==> src/dspo_map.vh <==
`ifndef DSPO_MAP_VH
`define DSPO_MAP_VH
// Path-control word fields
`define DSPO_PC_QZERO      14
`define DSPO_PC_SRC_LO     18
`define DSPO_PC_SRC_HI     19
// Discriminator config fields
`define DSPO_DC_DELAY_LO   0
`define DSPO_DC_DELAY_HI   2
`define DSPO_DC_TAPS_LO    3
`define DSPO_DC_TAPS_HI    8
`define DSPO_DC_ASYM       9
`define DSPO_DC_ODD        10
`define DSPO_DC_DEC_LO     11
`define DSPO_DC_DEC_HI     13
`define DSPO_DC_ENABLE     14
`define DSPO_DC_PMUL_LO    15
`define DSPO_DC_PMUL_HI    16
// Output control fields
`define DSPO_OC_BSEL_LO    20
`define DSPO_OC_BSEL_HI    21
`define DSPO_OC_ASEL_LO    22
`define DSPO_OC_ASEL_HI    23
`define DSPO_OC_NOTPAR     25
// Encodings
`define DSPO_SRC_PHASE     2'h0
`define DSPO_SRC_MAG       2'h1
`define DSPO_ASEL_I        2'h0
`define DSPO_ASEL_MAG      2'h1
`define DSPO_BSEL_Q        2'h0
`define DSPO_BSEL_PHASE    2'h1
`define DSPO_MAX_DELAY     8
`define DSPO_MAX_TAPS_SYM  63
`define DSPO_MAX_TAPS_ASYM 32
`define DSPO_TAPS_CLAMP    6'h20
`endif

==> src/dspo_phase_delay.v <==
`timescale 1ns/100ps
// Phase history line; read data registered
module dspo_phase_delay #(
  parameter WIDTH = 18,
  parameter DEPTH = 8
) (
  input  wire             sys_clk,
  input  wire             reset,
  input  wire             shiftEn,
  input  wire [WIDTH-1:0] dataIn,
  input  wire [2:0]       tapSel,
  output reg  [WIDTH-1:0] dataOut
);
  reg [WIDTH-1:0] mem [0:DEPTH-1];
  integer k;

  always @(posedge sys_clk) begin
    if (reset) begin
      for (k = 0; k < DEPTH; k = k + 1) begin
        mem[k] <= {WIDTH{1'b0}};
      end
    end else if (shiftEn) begin
      mem[0] <= dataIn;
      for (k = 1; k < DEPTH; k = k + 1) begin
        mem[k] <= mem[k-1];
      end
    end
  end

  // Read on the shift edge, before it lands: mem[D-1] is then D samples
  // back, and the tap holds steady until the next sample arrives
  always @(posedge sys_clk) begin
    if (reset) begin
      dataOut <= {WIDTH{1'b0}};
    end else if (shiftEn) begin
      dataOut <= mem[tapSel];
    end
  end
endmodule

==> src/dspo_discriminator_out.v <==
`timescale 1ns/100ps
`include "dspo_map.vh"

////////////////////////////////////////////////////////////////////////////////
// Operation
// - Source field 00 phase difference, 01 magnitude, 1X resampler I.
// - Magnitude or resampler I source bypasses shift, delay and subtract.
// - All three filter input candidates are 18 bits.
// - Path bit 14 set zeroes converter Q; clear passes I and Q.
// - Phase and magnitude sources load on converter data-ready.
// - Converter enabled by AGC ready, or resampler ready when resampler on.
// - Config bits 15-16 multiply phase by 1, 2, 4, 8 modulo 2 pi.
// - Config bit 14 enables the discriminator.
// - Config bits 11-13 set filter decimation.
// - Bit 10 odd/even symmetry; bit 9 symmetric or asymmetric.
// - Config bits 3-8 set filter tap count.
// - Config bits 0-2 set the delay count.
// - Two 16-bit words; A source bits 22-23, B source bits 20-21.
// - Parallel mode active when output bit 25 is zero.
// - Upper bytes of both words always carry parallel data.
// - Strobe in first cycle of each new A word sample.
// - I/Q/mag/phase change at symbol rate; frequency at filter output rate.
// - Mag and phase one sample after I/Q; I and Q aligned.
// - Frequency strobe at decimated filter rate, lagging I/Q.
// - Frequency is phase minus phase D samples back, D from 1 to 8.
// - Filter holds up to 63 symmetric or 32 asymmetric taps.
module dspo_discriminator_out #(
  parameter DW = 18,
  parameter OW = 16
) (
  // Clock and reset
  input  wire          sys_clk,
  input  wire          reset,
  // Control words
  input  wire [31:0]   pathControl,
  input  wire [31:0]   discriminatorConfig,
  input  wire [31:0]   outputControl,
  input  wire          resamplerOn,
  // Upstream samples and strobes
  input  wire          agcReady,
  input  wire          resamplerReady,
  input  wire [DW-1:0] iIn,
  input  wire [DW-1:0] qIn,
  input  wire [DW-1:0] resamplerI,
  // Converter results
  input  wire          convReady,
  input  wire [DW-1:0] convMag,
  input  wire [DW-1:0] convPhase,
  // Filter results
  input  wire          firReady,
  input  wire [DW-1:0] firOut,
  // To converter
  output reg           convLoad,
  output reg  [DW-1:0] convI,
  output reg  [DW-1:0] convQ,
  // To filter
  output reg           firLoad,
  output reg  [DW-1:0] firIn,
  output reg           firEnable,
  output reg  [2:0]    firDecimation,
  output reg           firOddSym,
  output reg           firAsym,
  output reg  [5:0]    firTaps,
  // Parallel port
  output reg  [OW-1:0] resultWordA,
  output reg  [OW-1:0] resultWordB,
  output reg           outputStrobe_n,
  output reg           parallelActive
);
  ////////////////////////////////////////////////////////////////////////////
  // Path-control fields
  wire [1:0] srcSel   = pathControl[`DSPO_PC_SRC_HI:`DSPO_PC_SRC_LO];
  wire       qZero    = pathControl[`DSPO_PC_QZERO];
  wire       phaseSrc = (srcSel == `DSPO_SRC_PHASE);

  // Discriminator config fields
  wire [2:0] delaySel = discriminatorConfig[`DSPO_DC_DELAY_HI:`DSPO_DC_DELAY_LO];
  wire [1:0] pmul     = discriminatorConfig[`DSPO_DC_PMUL_HI:`DSPO_DC_PMUL_LO];
  wire       discOn   = discriminatorConfig[`DSPO_DC_ENABLE];
  wire [5:0] tapsReq  = discriminatorConfig[`DSPO_DC_TAPS_HI:`DSPO_DC_TAPS_LO];
  wire       asymReq  = discriminatorConfig[`DSPO_DC_ASYM];

  // Output control fields
  wire [1:0] aSel     = outputControl[`DSPO_OC_ASEL_HI:`DSPO_OC_ASEL_LO];
  wire [1:0] bSel     = outputControl[`DSPO_OC_BSEL_HI:`DSPO_OC_BSEL_LO];
  wire       parMode  = ~outputControl[`DSPO_OC_NOTPAR];

  ////////////////////////////////////////////////////////////////////////////
  // Converter input gating
  wire convEnable = resamplerOn ? resamplerReady : agcReady;

  always @(posedge sys_clk) begin
    if (reset) begin
      convLoad <= 1'b0;
      convI    <= {DW{1'b0}};
      convQ    <= {DW{1'b0}};
    end else begin
      convLoad <= convEnable;
      if (convEnable) begin
        convI <= iIn;
        convQ <= qZero ? {DW{1'b0}} : qIn;
      end
    end
  end

  ////////////////////////////////////////////////////////////////////////////
  // Phase multiply is a left shift; modulo 2 pi falls out of wrap
  reg [DW-1:0] phaseShifted;
  always @* begin
    phaseShifted = convPhase << pmul;
  end

  wire [DW-1:0] phaseDelayed;
  reg           histShift;
  reg [DW-1:0]  curPhase;

  dspo_phase_delay #(
    .WIDTH (DW),
    .DEPTH (`DSPO_MAX_DELAY)
  ) uDelay (
    .sys_clk (sys_clk),
    .reset   (reset),
    .shiftEn (histShift),
    .dataIn  (curPhase),
    .tapSel  (delaySel),
    .dataOut (phaseDelayed)
  );

  // Pipeline, counted from the edge that samples convReady:
  //   +1 curPhase holds the multiplied sample
  //   +2 history shifts, tap read of D samples back
  //   +3 difference valid
  //   +4 firLoad and firIn
  // Samples closer than three cycles overwrite curPhase mid-flight.
  // History freezes on other sources, so it refills after a switch.
  reg diffPending;
  reg diffValid;
  always @(posedge sys_clk) begin
    if (reset) begin
      curPhase    <= {DW{1'b0}};
      histShift   <= 1'b0;
      diffPending <= 1'b0;
      diffValid   <= 1'b0;
    end else begin
      histShift   <= convReady & phaseSrc;
      diffPending <= histShift;
      diffValid   <= diffPending;
      if (convReady) begin
        curPhase <= phaseShifted;
      end
    end
  end

  // Tap holds the sample D back from the shift until the next sample
  wire [DW-1:0] phaseDiff = curPhase - phaseDelayed;

  ////////////////////////////////////////////////////////////////////////////
  // Filter input select
  always @(posedge sys_clk) begin
    if (reset) begin
      firLoad <= 1'b0;
      firIn   <= {DW{1'b0}};
    end else begin
      firLoad <= 1'b0;
      if (srcSel == `DSPO_SRC_PHASE) begin
        if (diffValid) begin
          firLoad <= discOn;
          firIn   <= phaseDiff;
        end
      end else if (srcSel == `DSPO_SRC_MAG) begin
        if (convReady) begin
          firLoad <= discOn;
          firIn   <= convMag;
        end
      end else begin
        if (resamplerReady) begin
          firLoad <= discOn;
          firIn   <= resamplerI;
        end
      end
    end
  end

  ////////////////////////////////////////////////////////////////////////////
  // Filter parameters, taps clamped to what the structure holds
  always @(posedge sys_clk) begin
    if (reset) begin
      firEnable     <= 1'b0;
      firDecimation <= 3'h0;
      firOddSym     <= 1'b0;
      firAsym       <= 1'b0;
      firTaps       <= 6'h00;
    end else begin
      firEnable     <= discOn;
      firDecimation <= discriminatorConfig[`DSPO_DC_DEC_HI:`DSPO_DC_DEC_LO];
      firOddSym     <= discriminatorConfig[`DSPO_DC_ODD];
      firAsym       <= asymReq;
      if (asymReq && tapsReq > `DSPO_TAPS_CLAMP) begin
        firTaps <= `DSPO_TAPS_CLAMP;
      end else begin
        firTaps <= tapsReq;
      end
    end
  end

  ////////////////////////////////////////////////////////////////////////////
  // Parallel output; mag/phase follow converter ready, one sample after I/Q
  reg           aUpdate;
  reg           bUpdate;
  reg [OW-1:0]  aNext;
  reg [OW-1:0]  bNext;

  always @* begin
    aUpdate = 1'b0;
    aNext   = resultWordA;
    if (aSel == `DSPO_ASEL_I) begin
      aUpdate = convEnable;
      aNext   = iIn[DW-1:DW-OW];
    end else if (aSel == `DSPO_ASEL_MAG) begin
      aUpdate = convReady;
      aNext   = convMag[DW-1:DW-OW];
    end else begin
      aUpdate = firReady;
      aNext   = firOut[DW-1:DW-OW];
    end
    bUpdate = 1'b0;
    bNext   = resultWordB;
    if (bSel == `DSPO_BSEL_Q) begin
      bUpdate = convEnable;
      bNext   = qIn[DW-1:DW-OW];
    end else if (bSel == `DSPO_BSEL_PHASE) begin
      bUpdate = convReady;
      bNext   = convPhase[DW-1:DW-OW];
    end else begin
      bUpdate = convReady;
      bNext   = convMag[DW-1:DW-OW];
    end
  end

  // Upper bytes always update; low bytes only in parallel mode so that
  // other output modes may reuse them without disturbing the strobe.
  always @(posedge sys_clk) begin
    if (reset) begin
      resultWordA    <= {OW{1'b0}};
      resultWordB    <= {OW{1'b0}};
      outputStrobe_n <= 1'b1;
      parallelActive <= 1'b0;
    end else begin
      parallelActive <= parMode;
      outputStrobe_n <= ~aUpdate;
      if (aUpdate) begin
        resultWordA[OW-1:OW/2] <= aNext[OW-1:OW/2];
        if (parMode) begin
          resultWordA[OW/2-1:0] <= aNext[OW/2-1:0];
        end
      end
      if (bUpdate) begin
        resultWordB[OW-1:OW/2] <= bNext[OW-1:OW/2];
        if (parMode) begin
          resultWordB[OW/2-1:0] <= bNext[OW/2-1:0];
        end
      end
    end
  end
endmodule

==> config.mk <==
export PLATFORM = sky130hd
export DESIGN_NAME = dspo_discriminator_out
export DESIGN_NICKNAME = d
export VERILOG_FILES = /design/src/dspo_phase_delay.v /design/src/dspo_discriminator_out.v
export VERILOG_INCLUDE_DIRS = /design/src /design/src/src
export SDC_FILE = /design/constraint.sdc
export NUM_CORES = 1
export LEC_CHECK = 0
export BUFFER_PORTS_ARGS = -buffer_cell sky130_fd_sc_hd__buf_2
export CAP_MARGIN = 0
export CORE_MARGIN = 2
export CORE_UTILIZATION = 33
export DETAILED_ROUTE_END_ITERATION = 8
export MAX_ROUTING_LAYER = met4
export PLACE_DENSITY = 0.55
export SETUP_SLACK_MARGIN = 0.4
export SYNTH_ARGS = -nofsm -noshare
export SYNTH_HDL_FRONTEND = slang
export SYNTH_SLANG_ARGS = --single-unit
==> constraint.sdc <==
create_clock -name sys_clk -period 4.55 [get_ports sys_clk]
set_clock_uncertainty 0.05 [all_clocks]
set_input_delay 0.2275 -clock sys_clk [delete_from_list [all_inputs] [get_ports sys_clk]]
set_output_delay 0.2275 -clock sys_clk [all_outputs]
set_load 0.1 [all_outputs]
Word-level counts from Yosys, hierarchy flattened
Memories as Yosys holds them, arrays and structs flattened. A register that Yosys moved wholly into a read port is not among the register bits.
Index checks and enable logic that the tools add are counted.
{"block": "totals", "register_bits": 123, "latch_bits": 0, "mem_bits_rw": 144, "romBits": 0, "input_bits": 211, "output_inout_bits": 102, "wordCells": 83, "mem_count": 1}
{"name": "uDelay.mem", "words": 8, "width": 18, "read_ports": 8, "rd_clocked_by_memory_dff": 1, "write_ports": 8, "line_no": "dspo_phase_delay.v:14", "text": "reg [WIDTH-1:0] mem [0:DEPTH-1];"}
{"block": "op_classes", "add_sub_neg": 1, "n_mul": 0, "div_mod_pow": 0, "magnitude_cmp": 1, "n_eq_ne": 5, "shift": 1, "n_mux": 33, "n_bitwise": 11, "n_reduce_logical": 9}
{"operator": "2-to-1 mux 18 bit", "count": 14}
{"operator": "2-to-1 mux 16 bit", "count": 4}
{"operator": "left shift 18 x 2 -> 18 bit", "count": 1}
{"operator": "subtractor 18 bit", "count": 1}
{"operator": "2-to-1 mux 1 bit", "count": 14}
{"operator": "OR 1 bit", "count": 8}
{"operator": "== test 2 x 1 -> 1 bit, second input constant", "count": 3}
{"operator": "greater-than comparator 6 bit, second input constant", "count": 1}
{"operator": "logical NOT 2 bit", "count": 3}
{"operator": "2-to-1 mux 6 bit", "count": 1}
{"operator": "AND reduction 2 bit", "count": 2}
{"operator": "inequality test 3 bit, second input constant", "count": 1}
{"operator": "AND reduction 3 bit", "count": 1}
{"operator": "nonzero test 3 bit", "count": 1}
{"operator": "inequality test 2 x 1 -> 1 bit, second input constant", "count": 1}
{"operator": "inverter 1 bit", "count": 2}
{"operator": "OR reduction 2 bit", "count": 1}
{"operator": "AND 1 bit", "count": 1}
{"operator": "logical AND 1 bit", "count": 1}

Depth between registers and ports, before layout
Gate-level depths: netlist (run 1).
{"block": "logic_depth", "depth_word": 4, "ltp_mapped": 9, "mapped_depth_nobuf": 9}

By module
A second synthesis (run 1) with hierarchy kept.
{"block": "unflattened", "cells_unflattened": 1237, "hier_area_um2": 13450.4}
{"module": "dspo_phase_delay", "instances": 1, "cells_per_inst": 471, "area_each_um2": 7028.0}
{"module": "dspo_discriminator_out", "instances": 1, "cells_per_inst": 766, "area_each_um2": 6422.4}

Worst setup path after synthesis (run 1)
No wires, ideal clock.
{"block": "synth_path", "kind": "input-to-reg", "start": "input reset", "end": "memory uDelay.mem[0][0] (enable)", "arrival_time_ns": 2.923, "t_required_ns": 4.057, "slack_ns": 1.134, "cell_stages": 4, "n_path_buf": 3, "cell_sequence": "clkbuf_1 buf_1 clkbuf_1 or2_2"}
{"item": "from (decl)", "line_no": "dspo_discriminator_out.v:33", "text": "input wire reset,"}
{"item": "to (decl)", "line_no": "dspo_phase_delay.v:14"}

==> results of run 1 <==
per-stage QoR:
step / hold WS [ns] / instances / setup slack (ns)
floorplan: 0.244 / 1191 / 1.13
global placement: 0.379 / 1880 / 1.95
detailed placement: 0.385 / 1880 / 1.95
CTS: 0.0122 / 2006 / 1.99
global route: 0.0288 / 2006 / 1.80
finish: 0.0367 / 2008 / 2.04
placed cells by master (no fill, tap or decap), types with 4 or more instances in the layout:
cell type	Yosys	routed
clkinv_2	0	4
mux2i_1	79	78
buf_2	14	238
o211ai_1	7	7
o21ai_0	35	35
and2_1	116	116
nand2_1	73	73
bufinv_16	0	9
a211oi_1	23	23
o21a_1	4	4
nand2b_1	4	4
or3_1	5	5
ha_1	17	17
clkinvlp_4	0	6
dfxtp_1	141	141
mux2_2	5	5
nor2_1	140	140
nor3_1	7	7
mux4_2	50	50
dlygate4sd3_1	0	70
nor2b_1	49	48
edfxtp_1	144	144
buf_4	6	6
a221oi_1	5	5
inv_1	23	23
a22o_1	18	18
nand3_1	5	5
a21oi_1	90	90
clkbuf_16	0	31
state kept, by name (all words and copies together) (netlist names):
signal and flops:
uDelay.dataOut 18, resultWordB 16, firLoad 1, firOddSym 1
firTaps 6, firEnable 1, uDelay.mem 144, diffPending 1
convI 18, firIn 18, outputStrobe_n 1, parallelActive 1
convLoad 1, firDecimation 3, histShift 1, resultWordA 16
diffValid 1, firAsym 1, convQ 18, curPhase 18
cell families after synthesis:
kind of cell,Yosys count,synth area share
DFF,285,0.533
buffers and inverters,106,0.0328
xor gates and xnor gates,6,0.00392
AOI/OAI and AO/OA,221,0.105
adders and majority gates,18,0.0174
muxes,138,0.152
and+or+nand+nor,417,0.155
how the worst max path moves through the flow:
stage	cells after the start	to	slack, ns
floorplan	4	uDelay.mem[0][0]	1.13
global placement	3	uDelay.mem[2][11]	1.95
detailed placement	3	uDelay.mem[3][11]	1.95
CTS	3	uDelay.mem[3][10]	1.99
global route	3	uDelay.mem[2][17]	1.80
finish	2	uDelay.mem[0][17]	2.04
repair_timing:
action,4_1_cts,5_1_grt
hold buffers,70,0
setup endpoints to repair,0,0
hold endpoints to repair,71,0
worst min-delay path, stage by stage:
cell	delay (ns)
buf_2	0.08
a21oi_1	0.06
nor2_1	0.10
a21oi_1	0.05
nor2_1	0.08
power by group through the flow:
stage | clock network, mW | registers (mW) | logic [mW]
floorplan | 0 | 3.39 | 0.555
finish | 2.82 | 2.93 | 1.34
CTS | 2.88 | 2.92 | 1.34
global placement | 0 | 2.98 | 1.28
detailed placement | 0 | 2.98 | 1.29
global route | 2.98 | 2.94 | 1.43
final cells by class:
class / instances / area (um2)
inverter: 24 / 90.1
fill: 3781 / 23100
clock buffer: 34 / 797
tap: 525 / 657
antenna: 2 / 5.00
timing repair buffer: 316 / 1980
sequential: 285 / 7150
clock inverter: 22 / 353
multi-input combinational: 800 / 5830
per-layer routing:
layer | share of wire | vias to the layer above | wire, um
met1 | 0.47 | 4959 | 17400
met5 | 0 | - | 0
met3 | 0.055 | 59 | 2060
met2 | 0.46 | 304 | 17100
met4 | 0.019 | 0 | 726
li1 | - | 4816 | -
==> qor.yml, run 1 <==
status:
  outcome: "finished, final reports clean"
global_route:
  track_usage: 0.177
  grt_pass1_vias: 9748
  grt.busiest_layer: "met2"
  antenna_found_initial: 0
  grt_overflow: 0
  met2_usage: 0.266
  met3_usage: 0.0269
  grt_start_max_net_pins: 98
  grt_first_pass_wirelength_mm: 56.6
  use_met1: 0.252
sta:
  max_freq_mhz: 399
  worst_pin_slew_ns: 1.15
  setup_violations: 0
  rsz0062_at_grt: "false"
  finalCritPeriodShare: 0.551
  tns_ns: 0
  slew_headroom: 0.227
  slew_viol_final: 0
  fin_crit_ns: 2.51
  hold_viol_final: 0
worst_setup_path:
  worst-endpoint-arrival_ns: 2.65
  path_max_fanout: 84
  crit_chain: "or2_4 -> buf_12"
  cp_top_family: "simple AND/OR/NAND/NOR gates"
  regToRegStartpoint: "histShift"
  critPathSlowestCell: "or2_4"
  cp_slowest_stage_delay_ns: 0.81
  reg2regPathDepth: 2
  cp-end-kind: "flop"
  worstSetupStartpoint: "histShift"
  path_class: "flop to flop"
  rrSetupSlack_ns: 2.04
  reg2reg_to: "uDelay.mem[0][17]"
  critical_path_required_ns: 4.70
  cp_num_buf_inv: 1
  start_kind: "flop"
die:
  initial_core_util: 0.336
  dieArea_um2: 42300
  rows: 73
  core_area_um2: 39900
  die_h_um: 206
  die_x_um: 206
  boundaryPins: 313
detailed_routing:
  drc_errors: 0
  wirelength_mm: 37.3
  vias: 10100
  vias_per_cell: 5.05
  wl_per_cell_um: 18.6
  drt-pass1-iter-count: 5
  ant_nets: 0
  drt-initial-drc-count: 803
finish:
  fin_area_um2: 16900
  utilization: 0.422
  area.growth.synth_to_final_pct: 25.7
  nets: 1686
  drive_gt1_frac: 0.253
worst_hold_path:
  min_from: "firOut[11]"
  min_to: "resultWordA[9]"
  holdPathStages: 5
  hold_class: "primary input to flop"
synth:
  synth_ff_type: "edfxtp_1"
  yosysUniqueCellTypes: 69
  synth_top_area_share: 0.323
  synthArstFlopShare: 0
  synth_edf_count: 144
  yosysWarnings: 0
  ys_seq_elements: 285
  yosysMostFrequentCell: "edfxtp_1"
  synth-seq-area-share: 0.533
  syn-mean-instance-area_um2: 11.3
  syn-num-nets: 1420
  synthesis.area_um2: 13400
  yosys.area.top_type: "edfxtp_1"
  synth_common_cells: "edfxtp_1, dfxtp_1, nor2_1, and2_1, a21oi_1"
  synthTopCellsByArea: "edfxtp_1, dfxtp_1, mux4_2"
  synthCells: 1191
power_and_ir_drop:
  power.total_mw: 7.08
  comb_power_share: 0.189
  sw_frac_of_total: 0.290
  total_leakage_power_nw: 6.90
  vdd_drop_max_mv: 0.299
  switchingPower_mw: 2.05
  p_clk_frac: 0.398
  seqPwrFrac: 0.413
  power_density_nw_per_um2: 420
  p_int_mw: 5.02
clock_tree:
  post-cts-setup-buffers: 0
  path_clk_slew_ns: 0.07
  clkSinkCount: 285
  cts-buffers-inserted: 30
  clk_root_buffer_cell: "clkbuf_16"
  cts-htree-levels: 1
  cts_resized: 0
  cts_tree: "done"
  clockBufferDepth: 3
  insertion_delay_ns: 0.55
placement:
  port_buffers: 239
  dp_hpwl_mm: 25.9
  placed_area_um2: 15000
  gp_congestion: 0.866
job:
  drv_cap: 0
No activity file was read; power rests on OpenSTA's default activity.
==> run 2: changes to the inputs <==
--- a/config.mk
+++ b/config.mk
@@ -12,7 +12,7 @@
 export CORE_UTILIZATION = 33
 export DETAILED_ROUTE_END_ITERATION = 8
 export MAX_ROUTING_LAYER = met4
-export PLACE_DENSITY = 0.55
+export PLACE_DENSITY = 0.57
 export SETUP_SLACK_MARGIN = 0.4
 export SYNTH_ARGS = -nofsm -noshare
 export SYNTH_HDL_FRONTEND = slang
==> constraint.sdc (replaced) <==
create_clock -name sys_clk -period 2.2 [get_ports sys_clk]
set_clock_uncertainty 0.05 [all_clocks]
set_input_delay 0.11 -clock sys_clk [delete_from_list [all_inputs] [get_ports sys_clk]]
set_output_delay 0.11 -clock sys_clk [all_outputs]
set_load 0.1 [all_outputs]
==> qor.yml, run 2 (synthesis gave the netlist of run 1 again) <==
sta:
  rsz0062_at_grt: "true"
  max_freq_mhz: 495  # +24%
  finalCritPeriodShare: 0.919  # +0.368
  hold_ws_ns: 0.0104  # -0.0262 ns
  fin_crit_ns: 2.02  # -0.484 ns
  tns_ns: 0  # unchanged
  slew_viol_final: 0  # unchanged
  setup_violations: 0  # unchanged
  slew_headroom: 0.465  # +0.239
  worst_pin_slew_ns: 0.801  # -0.352 ns
  hold_viol_final: 0  # unchanged
detailed_routing:
  drt-initial-drc-count: 915  # +14%
  met1_length_mm: 17.9  # +2.7%
  wl_per_cell_um: 18.9  # +1.5%
  wirelength_mm: 39.8  # +6.7%
  route.met3.wl_mm: 2.79  # +36%
  ant_nets: 0  # unchanged
  vias_per_cell: 5.08  # +0.70%
  wl_met2_mm: 18.3  # +7.0%
  top_layer_used: "met4"
  vias: 10700  # +5.9%
  drt-pass1-iter-count: 5  # unchanged
  drc_errors: 0  # unchanged
finish:
  final_common_cell: "buf_2"
  antennaDiodeCount: 0  # -2
  largest_reg_flops: 144  # unchanged
  nets: 1790  # +6.2%
  regMostFlops: "uDelay.mem"
  drive_gt1_frac: 0.304  # +0.0514
  area.growth.synth_to_final_pct: 35.1
  layout_common_cells: "buf_2, edfxtp_1, nor2_1"
worst_setup_path:
  regToRegStartpoint: "curPhase[11]"
  start_kind: "flop"
  cp_slowest_stage_delay_ns: 0.43  # -0.38 ns
  crit_chain: "ha_2 -> and4_4 -> nand2_1 -> o211ai_1 -> a311o_1 -> and3_1 -> o31ai_1"
  cp-end-kind: "flop"
  critical_path_required_ns: 2.64  # -2.06 ns
  reg2reg_to: "firIn[14]"
  reg2regPathDepth: 7  # +5
  path_max_fanout: 6  # -93%
  critPathSlowestCell: "dfxtp_1"
  path_class: "flop to flop"
  rrSetupSlack_ns: 0.18  # -1.87 ns
  worst-endpoint-arrival_ns: 2.46  # -0.19 ns
global_route:
  track_usage: 0.189  # +0.0121
  grt_overflow: 0  # unchanged
  antenna_found_initial: 0  # unchanged
  grt_pass1_vias: 10700  # +9.7%
  grt_start_max_net_pins: 59  # -40%
  grt_first_pass_wirelength_mm: 60.6  # +7.1%
die:
  boundaryPins: 313  # unchanged
  initial_core_util: 0.336  # unchanged
  dieArea_um2: 42300  # unchanged
  die_x_um: 206  # unchanged
  rows: 73  # unchanged
  core_area_um2: 39900  # unchanged
  die_h_um: 206  # unchanged
placement:
  port_buffers: 239  # unchanged
  dp_hpwl_mm: 27.4  # +5.8%
  gp_congestion: 0.939  # +8.5%
status:
  outcome: "finished, final reports clean"
clock_tree:
  cts_tree: "done"
  clkSinkCount: 285  # unchanged
  insertion_delay_ns: 0.58  # +0.03 ns
  path_clk_slew_ns: 0.07  # about the same
  clockBufferDepth: 3  # unchanged
  cts-htree-levels: 1  # unchanged
  cts-buffers-inserted: 31  # +3.3%
  clk_root_buffer_cell: "clkbuf_16"
worst_hold_path:
  holdPathStages: 7  # +2
  hold_class: "primary input to flop"
  min_from: "convMag[0]"
  min_to: "firIn[0]"
power_and_ir_drop:
  total_leakage_power_nw: 7.46  # +8.2%
  power_density_nw_per_um2: 817  # +95%
  vdd_drop_max_mv: 0.569  # +90%
job:
  drv_cap: 0  # unchanged
==> run 2: cell types whose count changed in the layout (fill, tap and decap cells not counted), moves of 9 or more <==
cell,change
buf_4,+41
dfxtp_1,-15
dfxtp_2,+13
dlygate4sd3_1,+53
ha_1,-14
ha_4,+9
o21ai_0,-12
==> run 2: final cells by class <==
| type | instances | area [um2] |
|---|---|---|
| flip-flops and latches | 285 | 7170 |
| inverters | 24 | 90.1 |
| fillers | 3679 | 21800 |
| repair buffers | 419 | 2950 |
| well taps | 525 | 657 |
| clock buffers | 40 | 862 |
| multi-input cells | 800 | 6150 |
| clock inverters | 18 | 228 |
==> run 2: how the worst max path moves through the flow <==
stage               slack (ns)                to    startpoint  depth (start not counted)
floorplan                 0.06  uDelay.mem[0][0]     histShift                          3
global placement          0.07         firIn[14]   curPhase[0]                          9
detailed placement        0.06         firIn[10]   curPhase[0]                          9
CTS                       0.20         firIn[10]   curPhase[0]                         10
global route              0.07          firIn[4]   curPhase[0]                         10
finish                    0.18         firIn[14]  curPhase[11]                          7
==> run 2: repair_timing <==
action | CTS | global route
hold endpoints to repair | 108 | 0
endpoints found under the setup margin | 18 | 17
hold buffers | 124 | 0
cloned | 0 | 0
pin swaps | 27 | 20
setup buffers | 8 | 7
resized for setup | 44 | 28
==> run 2: routing by layer <==
| layer | vias up | track usage |
|---|---|---|
| met4 | 0 | 0.0516 |
| met2 | 348 | 0.284 |
| li1 | 5036 | - |
| met1 | 5276 | 0.259 |
| met3 | 73 | 0.0401 |
| met5 | - | - |
==> run 2: power breakdown <==
part           internal, mW  switching [mW]
Clock                  3.35            2.21
Sequential             5.88           0.163
Combinational          1.12            2.07
==> run 2: through the flow <==
| stage | instance area (um2) | power (mW) | setup WS [ns] | instances | utilization |
|---|---|---|---|---|---|
| after floorplan | 13600 | 8.20 | 0.0604 | 1191 | - |
| after global placement | 15400 | 8.92 | 0.0749 | 1915 | 0.386 |
| after detailed placement | 15400 | 8.95 | 0.0615 | 1915 | 0.386 |
| after CTS | 18000 | 14.8 | 0.205 | 2105 | 0.450 |
| after global routing | 18100 | 15.4 | 0.0733 | 2111 | 0.454 |
| final | 18100 | 14.8 | 0.179 | 2111 | 0.454 |
==> run 2: critical path, delay by kind of cell, from the launching register on <==
family | cells | cell delay (ns)
AO/OA/AOI/OAI | 3 | 0.65
adder cells (fa/ha/maj) | 1 | 0.36
AND/OR/NAND/NOR | 3 | 0.44
flip-flops | 1 | 0.43
==> run 3: changes to the inputs <==
--- a/config.mk
+++ b/config.mk
@@ -12,7 +12,7 @@
 export CORE_UTILIZATION = 33
 export DETAILED_ROUTE_END_ITERATION = 8
 export MAX_ROUTING_LAYER = met4
-export PLACE_DENSITY = 0.57
+export PLACE_DENSITY = 0.55
 export SETUP_SLACK_MARGIN = 0.4
 export SYNTH_ARGS = -nofsm -noshare
 export SYNTH_HDL_FRONTEND = slang
==> constraint.sdc (replaced) <==
create_clock -name sys_clk -period 2.5 [get_ports sys_clk]
set_clock_uncertainty 0.05 [all_clocks]
set_input_delay 0.125 -clock sys_clk [delete_from_list [all_inputs] [get_ports sys_clk]]
set_output_delay 0.125 -clock sys_clk [all_outputs]
set_load 0.1 [all_outputs]
==> qor.yml, run 3 (synthesis gave the netlist of run 1 again) <==
detailed_routing:
  wirelength_mm: 39.8  # about the same
  vias_per_cell: 5.09  # +0.20%
  ant_nets: 0  # unchanged
  drt-initial-drc-count: 742  # -19%
  drc_errors: 0  # unchanged
  wl_per_cell_um: 19.2  # +1.9%
  vias: 10500  # -1.7%
  drt-pass1-iter-count: 8  # +3
finish:
  area.growth.synth_to_final_pct: 30.2
  fill_cells: 3735  # +1.5%
  final_common_cell: "buf_2"
  utilization: 0.437  # -0.0163
  regMostFlops: "uDelay.mem"
  multi_input_area_um2: 6020  # -2.2%
  layout_common_cells: "buf_2, edfxtp_1, nor2_1"
  largest_reg_flops: 144  # unchanged
  nets: 1749  # -2.3%
  regArea_um2: 7150  # -0.23%
  fin_area_um2: 17500  # -3.6%
  drive_gt1_frac: 0.276  # -0.0280
sta:
  hold_viol_final: 0  # unchanged
  slew_viol_final: 0  # unchanged
  max_freq_mhz: 474  # -4.2%
  rsz0062_at_grt: "true"
  fin_crit_ns: 2.11  # +0.0889 ns
  worst_pin_slew_ns: 0.732  # -0.0693 ns
  setup_violations: 0  # unchanged
  slew_headroom: 0.512  # +0.0468
  finalCritPeriodShare: 0.844  # -0.0747
  tns_ns: 0  # unchanged
clock_tree:
  path_clk_slew_ns: 0.06  # about the same
  cts-htree-levels: 1  # unchanged
  clk_root_buffer_cell: "clkbuf_16"
  insertion_delay_ns: 0.56  # -0.02 ns
  clockBufferDepth: 3  # unchanged
  cts-buffers-inserted: 31  # unchanged
  clkSinkCount: 285  # unchanged
  cts_tree: "done"
worst_setup_path:
  regToRegStartpoint: "curPhase[0]"
  cp_slowest_stage_delay_ns: 0.32  # -0.11 ns
  cp_num_buf_inv: 2  # +2
  path_class: "flop to flop"
  rrSetupSlack_ns: 0.39  # +0.21 ns
  crit_chain: "inv_2 -> ha_4 -> fa_2 -> nor2b_4 -> o31ai_4 -> a22oi_2 -> buf_6 -> a311o_1 -> and3_1 -> o31ai_1"
  reg2reg_to: "firIn[14]"
  critPathSlowestCell: "dfxtp_2"
  critical_path_required_ns: 2.92  # +0.28 ns
  cp_top_family: "compound AO/OA/AOI/OAI gates"
  start_kind: "flop"
  cp-end-kind: "flop"
  reg2regPathDepth: 10  # +3
  path_max_fanout: 5  # -1
  worst-endpoint-arrival_ns: 2.53  # +0.07 ns
status:
  outcome: "finished, final reports clean"
power_and_ir_drop:
  p_clk_frac: 0.354  # -0.022
  comb_power_share: 0.215  # about the same
  total_leakage_power_nw: 7.17  # -3.8%
  switchingPower_mw: 3.79  # -15%
  sw_frac_of_total: 0.307  # +0.00681
  power_density_nw_per_um2: 707  # -13%
  seqPwrFrac: 0.431  # +0.023
  vdd_drop_max_mv: 0.547  # -3.9%
  p_int_mw: 8.55  # -17%
die:
  die_h_um: 206  # unchanged
  boundaryPins: 313  # unchanged
  die_x_um: 206  # unchanged
  rows: 73  # unchanged
  core_area_um2: 39900  # unchanged
  dieArea_um2: 42300  # unchanged
  initial_core_util: 0.336  # unchanged
placement:
  placed_area_um2: 15300  # -1.1%
  gp_congestion: 0.900  # -4.1%
  dp_hpwl_mm: 27.2  # -0.72%
  port_buffers: 239  # unchanged
worst_hold_path:
  min_to: "resultWordB[12]"
  holdPathStages: 5  # -2
  hold_class: "primary input to flop"
  min_from: "convMag[14]"
job:
  drv_cap: 0  # unchanged
global_route:
  grt_first_pass_wirelength_mm: 60.3  # -0.56%
  grt_overflow: 0  # unchanged
  grt_start_max_net_pins: 91  # +54%
  grt_pass1_vias: 10500  # -2.1%
  antenna_found_initial: 0  # unchanged
  track_usage: 0.188  # -0.00163
-- run 3: metal layers --
layer / wire [um] / up-vias / GRT usage
li1: - / 4945 / -
met1: 18200 / 5173 / 0.262
met2: 18200 / 346 / 0.279
met3: 2340 / 82 / 0.0333
met4: 1040 / 0 / 0.0565
met5: 0 / - / -
-- run 3: tightest hold or removal path, cell delays in order --
cell     delay, ns
buf_2         0.17
a21oi_1       0.09
nor2_1        0.09
a21oi_1       0.05
nor2_1        0.07
-- run 3: through the flow --
step                      hold WS, ns  total power [mW]  setup WS [ns]  cells
after floorplan                 0.142              7.18          0.360   1191
after global placement          0.280              7.80          0.269   1905
after detailed placement        0.282              7.82          0.253   1905
after CTS                    0.000282              12.3          0.376   2064
after global routing           0.0314              12.8          0.318   2069
final                          0.0242              12.3          0.390   2070
-- run 3: worst max-delay path by stage --
stage	startpoint	to	slack (ns)	depth (start not counted)
2_1_floorplan	histShift	uDelay.mem[0][0]	0.36	3
3_3_place_gp	curPhase[0]	firIn[10]	0.27	9
3_5_place_dp	curPhase[0]	firIn[8]	0.25	9
4_1_cts	curPhase[0]	firIn[8]	0.38	9
5_1_grt	curPhase[0]	firIn[14]	0.32	10
6_report	curPhase[0]	firIn[14]	0.39	10
-- run 3: final cells by class --
cell class | instances | area share
inverter | 24 | 0.00516
clock inverter | 15 | 0.00666
clock buffer | 42 | 0.0474
sequential | 285 | 0.410
antenna | 1 | 0.000143
timing repair buffer | 378 | 0.149
multi-input combinational | 800 | 0.345
tap | 525 | 0.0376
-- run 3: power by group through the flow --
stage | clock (mW) | combinational, mW | sequential [mW]
floorplan | 0 | 1.02 | 6.16
detailed placement | 0 | 2.41 | 5.41
CTS | 4.46 | 2.56 | 5.31
global placement | 0 | 2.40 | 5.40
finish | 4.37 | 2.66 | 5.32
global route | 4.64 | 2.83 | 5.35
-- run 3: timing repair --
action,CTS,global route
pin swaps,6,10
gates resized for setup,11,38
endpoints found under the hold margin,108,0
hold buffers,99,0
buffers inserted,3,4
setup endpoints to repair,13,21
cloned,0,1
